## src/shared/scm_map.vh

```
`ifndef SCM_MAP_VH
`define SCM_MAP_VH
// ----------------------------------------------------------------
// clock rates and timing
// ----------------------------------------------------------------
`define SCM_CORE_HZ          20000000
`define SCM_LF_HZ            100000
`define SCM_LF_DIV           (`SCM_CORE_HZ / `SCM_LF_HZ)
`define SCM_STEP_NS          5200
`define SCM_CORE_NS          50
`define SCM_STEP_CYC         ((`SCM_STEP_NS + `SCM_CORE_NS - 1) / `SCM_CORE_NS)
`define SCM_SSM_HZ           24000
`define SCM_SSM_HALF         (`SCM_CORE_HZ / (2 * `SCM_SSM_HZ))
`define SCM_SW_DIV           8
// ----------------------------------------------------------------
// frequency select codes
// ----------------------------------------------------------------
`define SCM_CODE_20M         4'h0
`define SCM_CODE_24M         4'h4
`define SCM_CODE_16M         4'h9
`define SCM_CODE_19M         4'hc
// ----------------------------------------------------------------
// external sync band limits, counted in core cycles per period
// ----------------------------------------------------------------
`define SCM_HI_BAND_MIN_CYC  16'h0006
`define SCM_HI_BAND_MAX_CYC  16'h000a
`define SCM_LO_BAND_MIN_CYC  16'h0028
`define SCM_LO_BAND_MAX_CYC  16'h003c
`define SCM_SYNC_TMO_CYC     16'h0050
// ----------------------------------------------------------------
// spread ranges in steps of 1 MHz offset units (index scale)
// ----------------------------------------------------------------
`define SCM_SPREAD_NARROW    4'h1
`define SCM_SPREAD_WIDE      4'h2
`endif

```

## src/verilog/scm_top.v

```verilog
// Operation
// - 100 kHz tick output; control logic timed in core cycles
// - tunable 20 MHz clock, four-bit select
// - codes 0-4 map 20-24, 9-C 16-19
// - step through intermediates, 5.2 us dwell
// - set ready flag on reaching target
// - switching rate is hf clock over 8
// - select loads from default at power up
// - no manual tuning during spread or while the external source is active
// - spread enable bit, default from otp
// - spread range 5 or 10 percent
// - 24 kHz modulation on internal source
// - spread forced off while sync enabled
// - sync disabled: pll off, internal only
// - sync enabled: pll on, either source
// - valid sync band per band select
// - fallback to internal, set fault flag
// - fault status follows validity
// - return only after flag clear, valid
// - sync output toggles or held low
`timescale 1ns/100ps
`include "scm_map.vh"
module scm_top (
  input  wire       core_clk,
  input  wire       reset,
  input  wire [3:0] hf_clock_freq_default,
  input  wire       spread_enable_default,
  input  wire       spread_range_default,
  input  wire       ext_sync_enable_default,
  input  wire       ext_sync_band_default,
  input  wire       sync_output_default,
  input  wire       cfg_write,
  input  wire [3:0] hf_clock_freq_select,
  input  wire       spread_enable,
  input  wire       spread_range_select,
  input  wire       ext_sync_band_select,
  input  wire       sync_output_enable,
  input  wire       freq_reached_mask,
  input  wire       ext_sync_fault_mask,
  input  wire       freq_reached_clear,
  input  wire       ext_sync_fault_clear,
  input  wire       ext_sync_input,
  output reg  [3:0] hf_clock_freq_now,
  output reg        switching_tick,
  output reg        pll_enable,
  output reg        ext_source_active,
  output reg        spread_active,
  output reg  [3:0] spread_offset,
  output reg        lf_tick,
  output reg        freq_reached_irq_flag,
  output reg        ext_sync_fault_irq_flag,
  output reg        ext_sync_fault_status,
  output reg        irq_out_n,
  output reg        sync_output_pin
);

  // ----------------------------------------------------------------
  // code to linear index: 16 MHz is 0, 24 MHz is 8
  // ----------------------------------------------------------------
  function [3:0] code_to_idx;
    input [3:0] c;
    begin
      if (c <= `SCM_CODE_24M)
        code_to_idx = c + 4'h4;
      else if (c >= `SCM_CODE_16M && c <= `SCM_CODE_19M)
        code_to_idx = c - 4'h9;
      else
        code_to_idx = 4'h4;
    end
  endfunction

  function [3:0] idx_to_code;
    input [3:0] i;
    begin
      if (i >= 4'h4)
        idx_to_code = i - 4'h4;
      else
        idx_to_code = i + 4'h9;
    end
  endfunction

  function code_used;
    input [3:0] c;
    begin
      code_used = (c <= `SCM_CODE_24M) ||
                  (c >= `SCM_CODE_16M && c <= `SCM_CODE_19M);
    end
  endfunction

  // ----------------------------------------------------------------
  // settings, loaded from defaults in the cycle after reset release
  // ----------------------------------------------------------------
  reg       init_q;
  reg [3:0] target_q;
  reg [3:0] cur_idx_q;
  reg       spr_en_q;
  reg       spr_rng_q;
  reg       sync_en_q;
  reg       band_q;
  reg       sout_en_q;
  reg       stepping_q;

  always @(posedge core_clk) begin
    if (reset) begin
      init_q     <= 1'b1;
      target_q   <= 4'h4;
      spr_en_q   <= 1'b0;
      spr_rng_q  <= 1'b0;
      sync_en_q  <= 1'b0;
      band_q     <= 1'b0;
      sout_en_q  <= 1'b0;
    end else if (init_q) begin
      // straps caught after reset release, not under it
      init_q     <= 1'b0;
      target_q   <= code_to_idx(hf_clock_freq_default);
      spr_en_q   <= spread_enable_default;
      spr_rng_q  <= spread_range_default;
      sync_en_q  <= ext_sync_enable_default;
      band_q     <= ext_sync_band_default;
      sout_en_q  <= sync_output_default;
    end else if (cfg_write) begin
      // unused codes are ignored; target keeps its last value
      if (code_used(hf_clock_freq_select))
        target_q <= code_to_idx(hf_clock_freq_select);
      spr_en_q   <= spread_enable;
      spr_rng_q  <= spread_range_select;
      band_q     <= ext_sync_band_select;
      sout_en_q  <= sync_output_enable;
    end
  end

  // ----------------------------------------------------------------
  // 100 kHz tick output, not used by the logic timers
  // ----------------------------------------------------------------
  reg [7:0] lf_cnt_q;
  always @(posedge core_clk) begin
    if (reset) begin
      lf_cnt_q <= 8'h00;
      lf_tick  <= 1'b0;
    end else if (lf_cnt_q == `SCM_LF_DIV - 1) begin
      lf_cnt_q <= 8'h00;
      lf_tick  <= 1'b1;
    end else begin
      lf_cnt_q <= lf_cnt_q + 8'h01;
      lf_tick  <= 1'b0;
    end
  end

  // ----------------------------------------------------------------
  // gradual stepping toward target
  // ----------------------------------------------------------------
  wire      tuning_ok = !spread_active && !ext_source_active;
  reg [7:0] dwell_q;
  reg       reach_ev;

  always @(posedge core_clk) begin
    if (reset || init_q) begin
      cur_idx_q  <= init_q ? code_to_idx(hf_clock_freq_default) : 4'h4;
      dwell_q    <= 8'h00;
      stepping_q <= 1'b0;
      reach_ev   <= 1'b0;
    end else begin
      reach_ev <= 1'b0;
      if (!tuning_ok || cur_idx_q == target_q) begin
        dwell_q <= 8'h00;
        if (stepping_q && cur_idx_q == target_q)
          reach_ev <= 1'b1;
        stepping_q <= 1'b0;
      end else if (dwell_q == `SCM_STEP_CYC - 1) begin
        dwell_q    <= 8'h00;
        stepping_q <= 1'b1;
        // one step per dwell, every intermediate visited
        cur_idx_q  <= (target_q > cur_idx_q) ? cur_idx_q + 4'h1
                                             : cur_idx_q - 4'h1;
      end else begin
        dwell_q    <= dwell_q + 8'h01;
        stepping_q <= 1'b1;
      end
    end
  end

  always @(posedge core_clk) begin
    if (reset)
      hf_clock_freq_now <= `SCM_CODE_20M;
    else
      hf_clock_freq_now <= idx_to_code(cur_idx_q);
  end

  // ----------------------------------------------------------------
  // external sync period check
  // ----------------------------------------------------------------
  reg        sin_q;
  reg [15:0] per_q;
  reg        valid_q;

  wire [15:0] lo_lim = band_q ? `SCM_LO_BAND_MIN_CYC : `SCM_HI_BAND_MIN_CYC;
  wire [15:0] hi_lim = band_q ? `SCM_LO_BAND_MAX_CYC : `SCM_HI_BAND_MAX_CYC;

  always @(posedge core_clk) begin
    if (reset) begin
      sin_q   <= 1'b0;
      per_q   <= 16'h0000;
      valid_q <= 1'b0;
    end else begin
      sin_q <= ext_sync_input;
      if (ext_sync_input && !sin_q) begin
        per_q   <= 16'h0001;
        valid_q <= (per_q >= lo_lim) && (per_q <= hi_lim);
      end else if (per_q > hi_lim || per_q == `SCM_SYNC_TMO_CYC) begin
        // stopped clock or too slow: invalid at once
        valid_q <= 1'b0;
        per_q   <= per_q;
      end else begin
        per_q <= per_q + 16'h0001;
      end
    end
  end

  // ----------------------------------------------------------------
  // source select, flags, interrupt
  // ----------------------------------------------------------------
  wire fault_now = sync_en_q && !valid_q;

  always @(posedge core_clk) begin
    if (reset) begin
      pll_enable              <= 1'b0;
      ext_source_active       <= 1'b0;
      ext_sync_fault_status   <= 1'b0;
      ext_sync_fault_irq_flag <= 1'b0;
      freq_reached_irq_flag   <= 1'b0;
      irq_out_n               <= 1'b1;
    end else begin
      pll_enable            <= sync_en_q;
      ext_sync_fault_status <= fault_now;
      if (!sync_en_q || fault_now)
        ext_source_active <= 1'b0;
      else if (!ext_sync_fault_irq_flag && valid_q)
        ext_source_active <= 1'b1;
      // set wins over clear
      if (fault_now && ext_source_active)
        ext_sync_fault_irq_flag <= 1'b1;
      else if (fault_now && !ext_sync_fault_status)
        ext_sync_fault_irq_flag <= 1'b1;
      else if (ext_sync_fault_clear)
        ext_sync_fault_irq_flag <= 1'b0;
      if (reach_ev)
        freq_reached_irq_flag <= 1'b1;
      else if (freq_reached_clear)
        freq_reached_irq_flag <= 1'b0;
      irq_out_n <= !((freq_reached_irq_flag && !freq_reached_mask) ||
                     (ext_sync_fault_irq_flag && !ext_sync_fault_mask));
    end
  end

  // ----------------------------------------------------------------
  // spread spectrum square wave at 24 kHz
  // ----------------------------------------------------------------
  reg [9:0] ssm_cnt_q;
  reg       ssm_up_q;
  wire [3:0] spr_lim = spr_rng_q ? `SCM_SPREAD_WIDE : `SCM_SPREAD_NARROW;

  always @(posedge core_clk) begin
    if (reset) begin
      spread_active <= 1'b0;
      spread_offset <= 4'h0;
      ssm_cnt_q     <= 10'h000;
      ssm_up_q      <= 1'b1;
    end else begin
      spread_active <= spr_en_q && !sync_en_q && !init_q;
      if (!spread_active) begin
        spread_offset <= 4'h0;
        ssm_cnt_q     <= 10'h000;
      end else if (ssm_cnt_q == `SCM_SSM_HALF - 1) begin
        ssm_cnt_q <= 10'h000;
        ssm_up_q  <= !ssm_up_q;
        spread_offset <= ssm_up_q ? spr_lim : 4'h0;
      end else begin
        ssm_cnt_q <= ssm_cnt_q + 10'h001;
      end
    end
  end

  // ----------------------------------------------------------------
  // divide by 8 and sync output
  // ----------------------------------------------------------------
  reg [2:0] sw_cnt_q;
  wire      base_src = ext_source_active ? sin_q : sw_cnt_q[2];

  always @(posedge core_clk) begin
    if (reset) begin
      sw_cnt_q        <= 3'h0;
      switching_tick  <= 1'b0;
      sync_output_pin <= 1'b0;
    end else begin
      sw_cnt_q       <= sw_cnt_q + 3'h1;
      switching_tick <= (sw_cnt_q == `SCM_SW_DIV - 1);
      sync_output_pin <= sout_en_q ? base_src : 1'b0;
    end
  end

endmodule

```

## config.mk

```make
export PLATFORM = sky130hd
export DESIGN_NAME = scm_top
export DESIGN_NICKNAME = d
export VERILOG_FILES = /design/src/verilog/scm_top.v
export VERILOG_INCLUDE_DIRS = /design/src /design/src/shared
export SDC_FILE = /design/constraint.sdc
export NUM_CORES = 1
export LEC_CHECK = 0
export BUFFER_PORTS_ARGS = -buffer_cell sky130_fd_sc_hd__buf_4
export CAP_MARGIN = 0
export CELL_PAD_IN_SITES_DETAIL_PLACEMENT = 0
export CELL_PAD_IN_SITES_GLOBAL_PLACEMENT = 1
export CORE_UTILIZATION = 42
export CTS_BUF_LIST = sky130_fd_sc_hd__clkbuf_4 sky130_fd_sc_hd__clkbuf_8
export CTS_CLUSTER_DIAMETER = 200
export DETAILED_ROUTE_END_ITERATION = 8
export PLACE_DENSITY = 0.83
export RECOVER_POWER = 100
export SYNTH_ARGS = -nofsm -noshare
export SYNTH_HDL_FRONTEND = slang
export SYNTH_SLANG_ARGS = --single-unit
export TNS_END_PERCENT = 100
```

## constraint.sdc

```tcl
create_clock -name core_clk -period 2.4 [get_ports core_clk]
set_input_delay 0.48 -clock core_clk [delete_from_list [all_inputs] [get_ports core_clk]]
set_output_delay 0.48 -clock core_clk [all_outputs]
set_load 0.05 [all_outputs]
```

==> results.yml, run 1 <==
finish:
  stdcell_count: 589
  final_common_cell: "dfxtp_1"
  synthToLayoutAreaGrowth_pct: 16.0
  final_net_count: 533
  n_fill_cell: 852
  n_antenna_cell: 0
  final_util_pct: 51.2
  drive_gt1_share_pct: 11.9
  final_cell_mix: "dfxtp_1, nor2_1, ha_1, buf_4, inv_1"
outcome:
  status: "complete, no violations"
timing:
  hold_viol: 0
  setup_viol: 0
  slew-limit-headroom_pct: 48.4
  finalClockSkew_ns: 0.00630
  worst_slew_pin_slew_ns: 0.774
  period_minus_slack_ns: 2.36
  holdWs_ns: 0.301
  maxSlewViolCount: 0
  rsz0062_at_grt: "true"
  fin_crit_sh_pct: 98.3
  tns_ns: 0
  fmax_ghz: 0.424
  layout_setup_ws_ns: 0.0409
floorplan:
  initial_utilization_pct: 44.1
  num_rows: 34
  die_w_um: 98.4
  die_area_um2: 9690
  boundaryPins: 43
  die_h_um: 98.4
  core_area_um2: 8850
yosys:
  syn_area_um2: 3910
  postSynth.asyncResetShare_pct: 0
  ys_seq_area_share_pct: 42.0
  yosysWarnings: 0
  synth-edff-count: 4
  ys_types: 61
  syn_avg_cell_area_um2: 9.21
  ys_seq_elements: 80
  synthCells: 424
  synthFlopType: "dfxtp_1"
clock_network:
  clk_path_buf_depth: 2
  postCtsHoldBufs: 0
  clock_sinks: 80
  htree_levels: 3
  clock-root-buffer: "clkbuf_8"
  clock_latency_ns: 0.35
  cts_made_buffers: 9
  clk_pin_slew_ns: 0.08
  cts_tree: "yes"
power:
  leakage_nw: 1.93
  p_int_mw: 2.38
  power_frac_seq_pct: 44.2
  netSwitchingPower_mw: 0.887
  p_per_area_nw_per_um2: 722
  ir_drop_mv: 0.450
  switching_share_pct: 27.1
  combPwrFrac_pct: 20.4
  clock_power_share_pct: 35.4
detailed_routing:
  drt_iter0_drc: 97
  drtAntennaViolNets: 0
  wl_per_cell_um: 13.3
  drc: 0
  vias_per_cell: 5.16
  drtPass1Iterations: 6
  drt_wl_total_um: 7840
  vias: 3040
place:
  dp.cells: 572
  gp_congestion: 0.802
  io_buffers: 40
  place_ws_ns: 0.00749
  hpwl_um: 5830
global_route:
  grt_max_degree: 20
  grt.overflow.total: 0
  grt_use_total_pct: 17.6
  grt_pass1_vias: 3026
  antenna_found_initial: 0
  grt_pass1_wl_um: 13600
critical_path:
  worstPathRequired_ns: 2.49
  worst-setup-path-type: "reg2reg"
  crit_arrival_ns: 2.45
  cp_max_fo: 3
  cp-start-kind: "flop"
  endpoint_kind: "flop"
min_path:
  hold_class: "in2reg"
job:
  cap_viol_max_count: 0
-- logic make-up (layout without fill, tap and decap cells) --
kind of cell	Yosys count	after routing	share of synthesized area, %
buf+inv	40	96	4.04
mux	9	9	2.34
simple gates	163	163	22.4
fa+ha+maj	32	32	10.4
compound gates	69	69	12.0
flops	80	80	42.0
other cells	1	2	0.0960
xor+xnor	30	30	6.73
-- synthesized netlist by cell type, types with 12 or more instances --
| cell | n | area (um2) |
|---|---|---|
| ha_1 | 31 | 388 |
| dfxtp_1 | 76 | 1520 |
| xnor2_1 | 15 | 131 |
| a21oi_1 | 20 | 100 |
| nor2b_1 | 12 | 75.1 |
| nor2_1 | 53 | 199 |
| inv_1 | 26 | 97.6 |
| xor2_1 | 15 | 131 |
| and3_1 | 16 | 100 |
| nand3_1 | 19 | 95.1 |
| nand2_1 | 20 | 75.1 |
-- flip-flops by register name, summed over array words and instances, names as in the netlist, 2 cells and up --
signal / count
target_q: 4
dwell_q: 8
cur_idx_q: 4
ssm_cnt_q: 10
hf_clock_freq_now: 4
spread_offset: 2
per_q: 16
sw_cnt_q: 3
lf_cnt_q: 8
-- power groups by stage --
stage               clock [mW]  combinational [mW]  sequential [mW]
floorplan                    0               0.379             1.55
global route              1.25               0.754             1.45
global placement             0               0.640             1.48
finish                    1.16               0.668             1.44
CTS                       1.20               0.678             1.45
detailed placement           0               0.655             1.48
-- final timing paths --
| path | end | cells after the start | start | slack (ns) |
|---|---|---|---|---|
| worst min-delay path | ext_sync_fault_irq_flag | 2 | ext_sync_fault_clear | 0.30 |
| worst max register to register | cur_idx_q[3] | 11 | cur_idx_q[1] | 0.04 |
| worst max-delay path | cur_idx_q[3] | 11 | cur_idx_q[1] | 0.04 |
| worst min register to register | sw_cnt_q[0] | 1 | sw_cnt_q[0] | 0.42 |
-- layer usage --
metal / up-vias / global-route usage [%] / part of all wire [%]
met2: 34 / 30.7 / 48
met3: 11 / 4.26 / 3.1
met1: 1418 / 20.9 / 48
met5: - / 0 / 0
li1: 1577 / - / -
met4: 0 / 7.12 / 1.5
-- worst max-delay path, cell delays in order (launching register included) --
cell and delay [ns]:
edfxtp_1 0.36, inv_1 0.05, ha_1 0.28, nor2b_1 0.14, o211ai_1 0.09, a21o_1 0.22, ha_1 0.28, a21o_1 0.16
a21oi_2 0.17, xnor2_2 0.13, xnor2_1 0.13, o31ai_1 0.09
-- what timing repair did --
item	CTS	global route
resized for setup	1	1
buffers inserted	1	0
endpoints found under the setup margin	1	1
pin swaps	2	3
gates cloned	0	0
-- metrics by stage --
stage / total power [mW] / area [um2]
after floorplan: 1.93 / 3910
after global placement: 2.12 / 4380
after detailed placement: 2.13 / 4380
after CTS: 3.32 / 4620
after global routing: 3.45 / 4530
final: 3.27 / 4530
-- cell type report --
cell class                 instances  area (um2)  share of cell area, %
sequential                        80        1640                   36.2
timing repair buffer              52         308                   6.79
tap                              108         135                   2.98
clock buffer                       9         124                   2.73
multi-input combinational        305        2110                   46.5
clock inverter                     7         110                   2.43
inverter                          28         105                   2.32
(Power assumes the default switching activity.)
==> run 2, diff against run 1 <==
--- a/config.mk
+++ b/config.mk
@@ -6,6 +6,7 @@
 export SDC_FILE = /design/constraint.sdc
 export NUM_CORES = 1
 export LEC_CHECK = 0
+export ABC_CLOCK_PERIOD_IN_PS = 2400
 export BUFFER_PORTS_ARGS = -buffer_cell sky130_fd_sc_hd__buf_4
 export CAP_MARGIN = 0
 export CELL_PAD_IN_SITES_DETAIL_PLACEMENT = 0
@@ -15,7 +16,6 @@
 export CTS_CLUSTER_DIAMETER = 200
 export DETAILED_ROUTE_END_ITERATION = 8
 export PLACE_DENSITY = 0.83
-export RECOVER_POWER = 100
 export SYNTH_ARGS = -nofsm -noshare
 export SYNTH_HDL_FRONTEND = slang
 export SYNTH_SLANG_ARGS = --single-unit
==> run 2 against run 1 <==
Net effect: global-route usage stayed put; fmax about the same; setup slack about the same; sequential share of layout area is 0.76 points lower; sequential cell count is the same; wire length about the same; first-iteration DRC count down 9.3%.
==> results.yml, run 2 (same netlist as run 1, synthesis figures left out) <==
outcome:
  status: "complete, no violations"
detailed_routing:
  drtPass1Iterations: 8
  wl_per_cell_um: 13.3
  vias_per_cell: 5.15
  drt_wl_total_um: 7840
  drt_iter0_drc: 88
  drtAntennaViolNets: 0
  vias: 3035
  drc: 0
finish:
  final_common_cell: "dfxtp_1"
  final_util_pct: 52.3
  ff_latch_area_um2: 1640
  n_fill_cell: 829
  final_net_count: 533
  synthToLayoutAreaGrowth_pct: 18.5
  final_cell_mix: "dfxtp_1, nor2_1, buf_4, ha_1, inv_1"
  drive_gt1_share_pct: 17.5
  multi_input_area_um2: 2120
  n_antenna_cell: 0
  regMostFlops: "per_q"
  stdcell_count: 589
  final_cell_area_um2: 4630
  largest_register_ffs: 16
  reg.largest.list: "per_q: 16 flops, ssm_cnt_q: 10 flops"
critical_path:
  cp-start-kind: "flop"
  regToRegStartpoint: "cur_idx_q[1]"
  r2r-end: "cur_idx_q[3]"
  endpoint: "cur_idx_q[3]"
  worstPathRequired_ns: 2.49
  r2r_setup_slack_ns: 0.04
  crit_arrival_ns: 2.45
  startpoint: "cur_idx_q[1]"
  endpoint_kind: "flop"
  cp_max_fo: 3
  worst-r2r-cell-count: 11
  worst-setup-path-type: "reg2reg"
floorplan:
  die_w_um: 98.4
  die_h_um: 98.4
  initial_utilization_pct: 44.1
  boundaryPins: 43
  core_area_um2: 8850
  num_rows: 34
  die_area_um2: 9690
timing:
  hold_viol: 0
  layout_setup_ws_ns: 0.0405
  maxSlewViolCount: 0
  fmax_ghz: 0.424
  period_minus_slack_ns: 2.36
  rsz0062_at_grt: "true"
  fin_crit_sh_pct: 98.3
  finalClockSkew_ns: 0.00641
  setup_viol: 0
global_route:
  grt_use_total_pct: 17.6
  antenna_found_initial: 0
  grt_max_degree: 20
  grt_pass1_wl_um: 13600
  grt.overflow.total: 0
  grt_pass1_vias: 3026
place:
  place_ws_ns: 0.00749
  dp.cells: 572
  io_buffers: 40
  gp_congestion: 0.802
  hpwl_um: 5830
  place_area_um2: 4380
clock_network:
  cts_made_buffers: 9
  postCtsHoldBufs: 0
  clk_pin_slew_ns: 0.08
  clock_sinks: 80
  htree_levels: 3
  cts_tree: "yes"
  clock_latency_ns: 0.35
  clock-root-buffer: "clkbuf_8"
  clk_path_buf_depth: 2
power:
  leakage_nw: 2.02
  ir_drop_mv: 0.452
  p_total_mw: 3.30
  p_per_area_nw_per_um2: 713
min_path:
  hold_class: "in2reg"
job:
  cap_viol_max_count: 0
==> run 2: how the worst min path moves through the flow <==
stage,startpoint,to,slack (ns),cells past startpoint
floorplan,sw_cnt_q[0],sw_cnt_q[0],0.39,1
global placement,sw_cnt_q[0],sw_cnt_q[0],0.40,1
detailed placement,sw_cnt_q[0],sw_cnt_q[0],0.41,1
CTS,ext_sync_fault_clear,ext_sync_fault_irq_flag,0.28,2
global route,ext_sync_fault_clear,ext_sync_fault_irq_flag,0.29,2
finish,ext_sync_fault_clear,ext_sync_fault_irq_flag,0.30,2
==> run 2: layer usage <==
layer / global-route usage [%] / share of wire, % / vias to the layer above / routed length (um)
li1: - / - / 1576 / -
met2: 30.7 / 48 / 29 / 3740
met3: 4.26 / 2.9 / 11 / 230
met4: 7.12 / 1.5 / 0 / 121
met5: 0 / 0 / - / 0
met1: 20.9 / 48 / 1419 / 3740
==> run 2: critical path, stage by stage, from the launching register on <==
cell and delay [ns]:
edfxtp_1 0.36, inv_1 0.05, ha_1 0.28, nor2b_1 0.14
o211ai_1 0.09, a21o_1 0.22, ha_1 0.28, a21o_1 0.16
a21oi_2 0.17, xnor2_2 0.13, xnor2_1 0.13, o31ai_1 0.09
==> run 2: area by class of cell <==
cell class | instances | share of cell area [%]
Multi-Input combinational cell | 305 | 45.9
Sequential cell | 80 | 35.5
Clock buffer | 9 | 2.68
Inverter | 28 | 2.27
Tap cell | 108 | 2.92
Timing Repair Buffer | 52 | 8.43
Clock inverter | 7 | 2.38
==> run 2: metrics by stage <==
stage          TNS (ns)  hold WS [ns]
5_1_grt          -0.167         0.292
3_5_place_dp          0         0.406
4_1_cts               0         0.280
6_report              0         0.302
3_3_place_gp          0         0.400
2_1_floorplan         0         0.390
==> run 2: what timing repair did <==
action                     CTS  global route
setup endpoints to repair    1             1
buffers inserted             1             0
gates resized for setup      1             1
pin swaps                    2             3
==> run 2: power breakdown <==
part / internal [mW] / switching (mW) / total [mW]
Clock: 0.683 / 0.475 / 1.16
Combinational: 0.317 / 0.380 / 0.697
Sequential: 1.41 / 0.0355 / 1.44
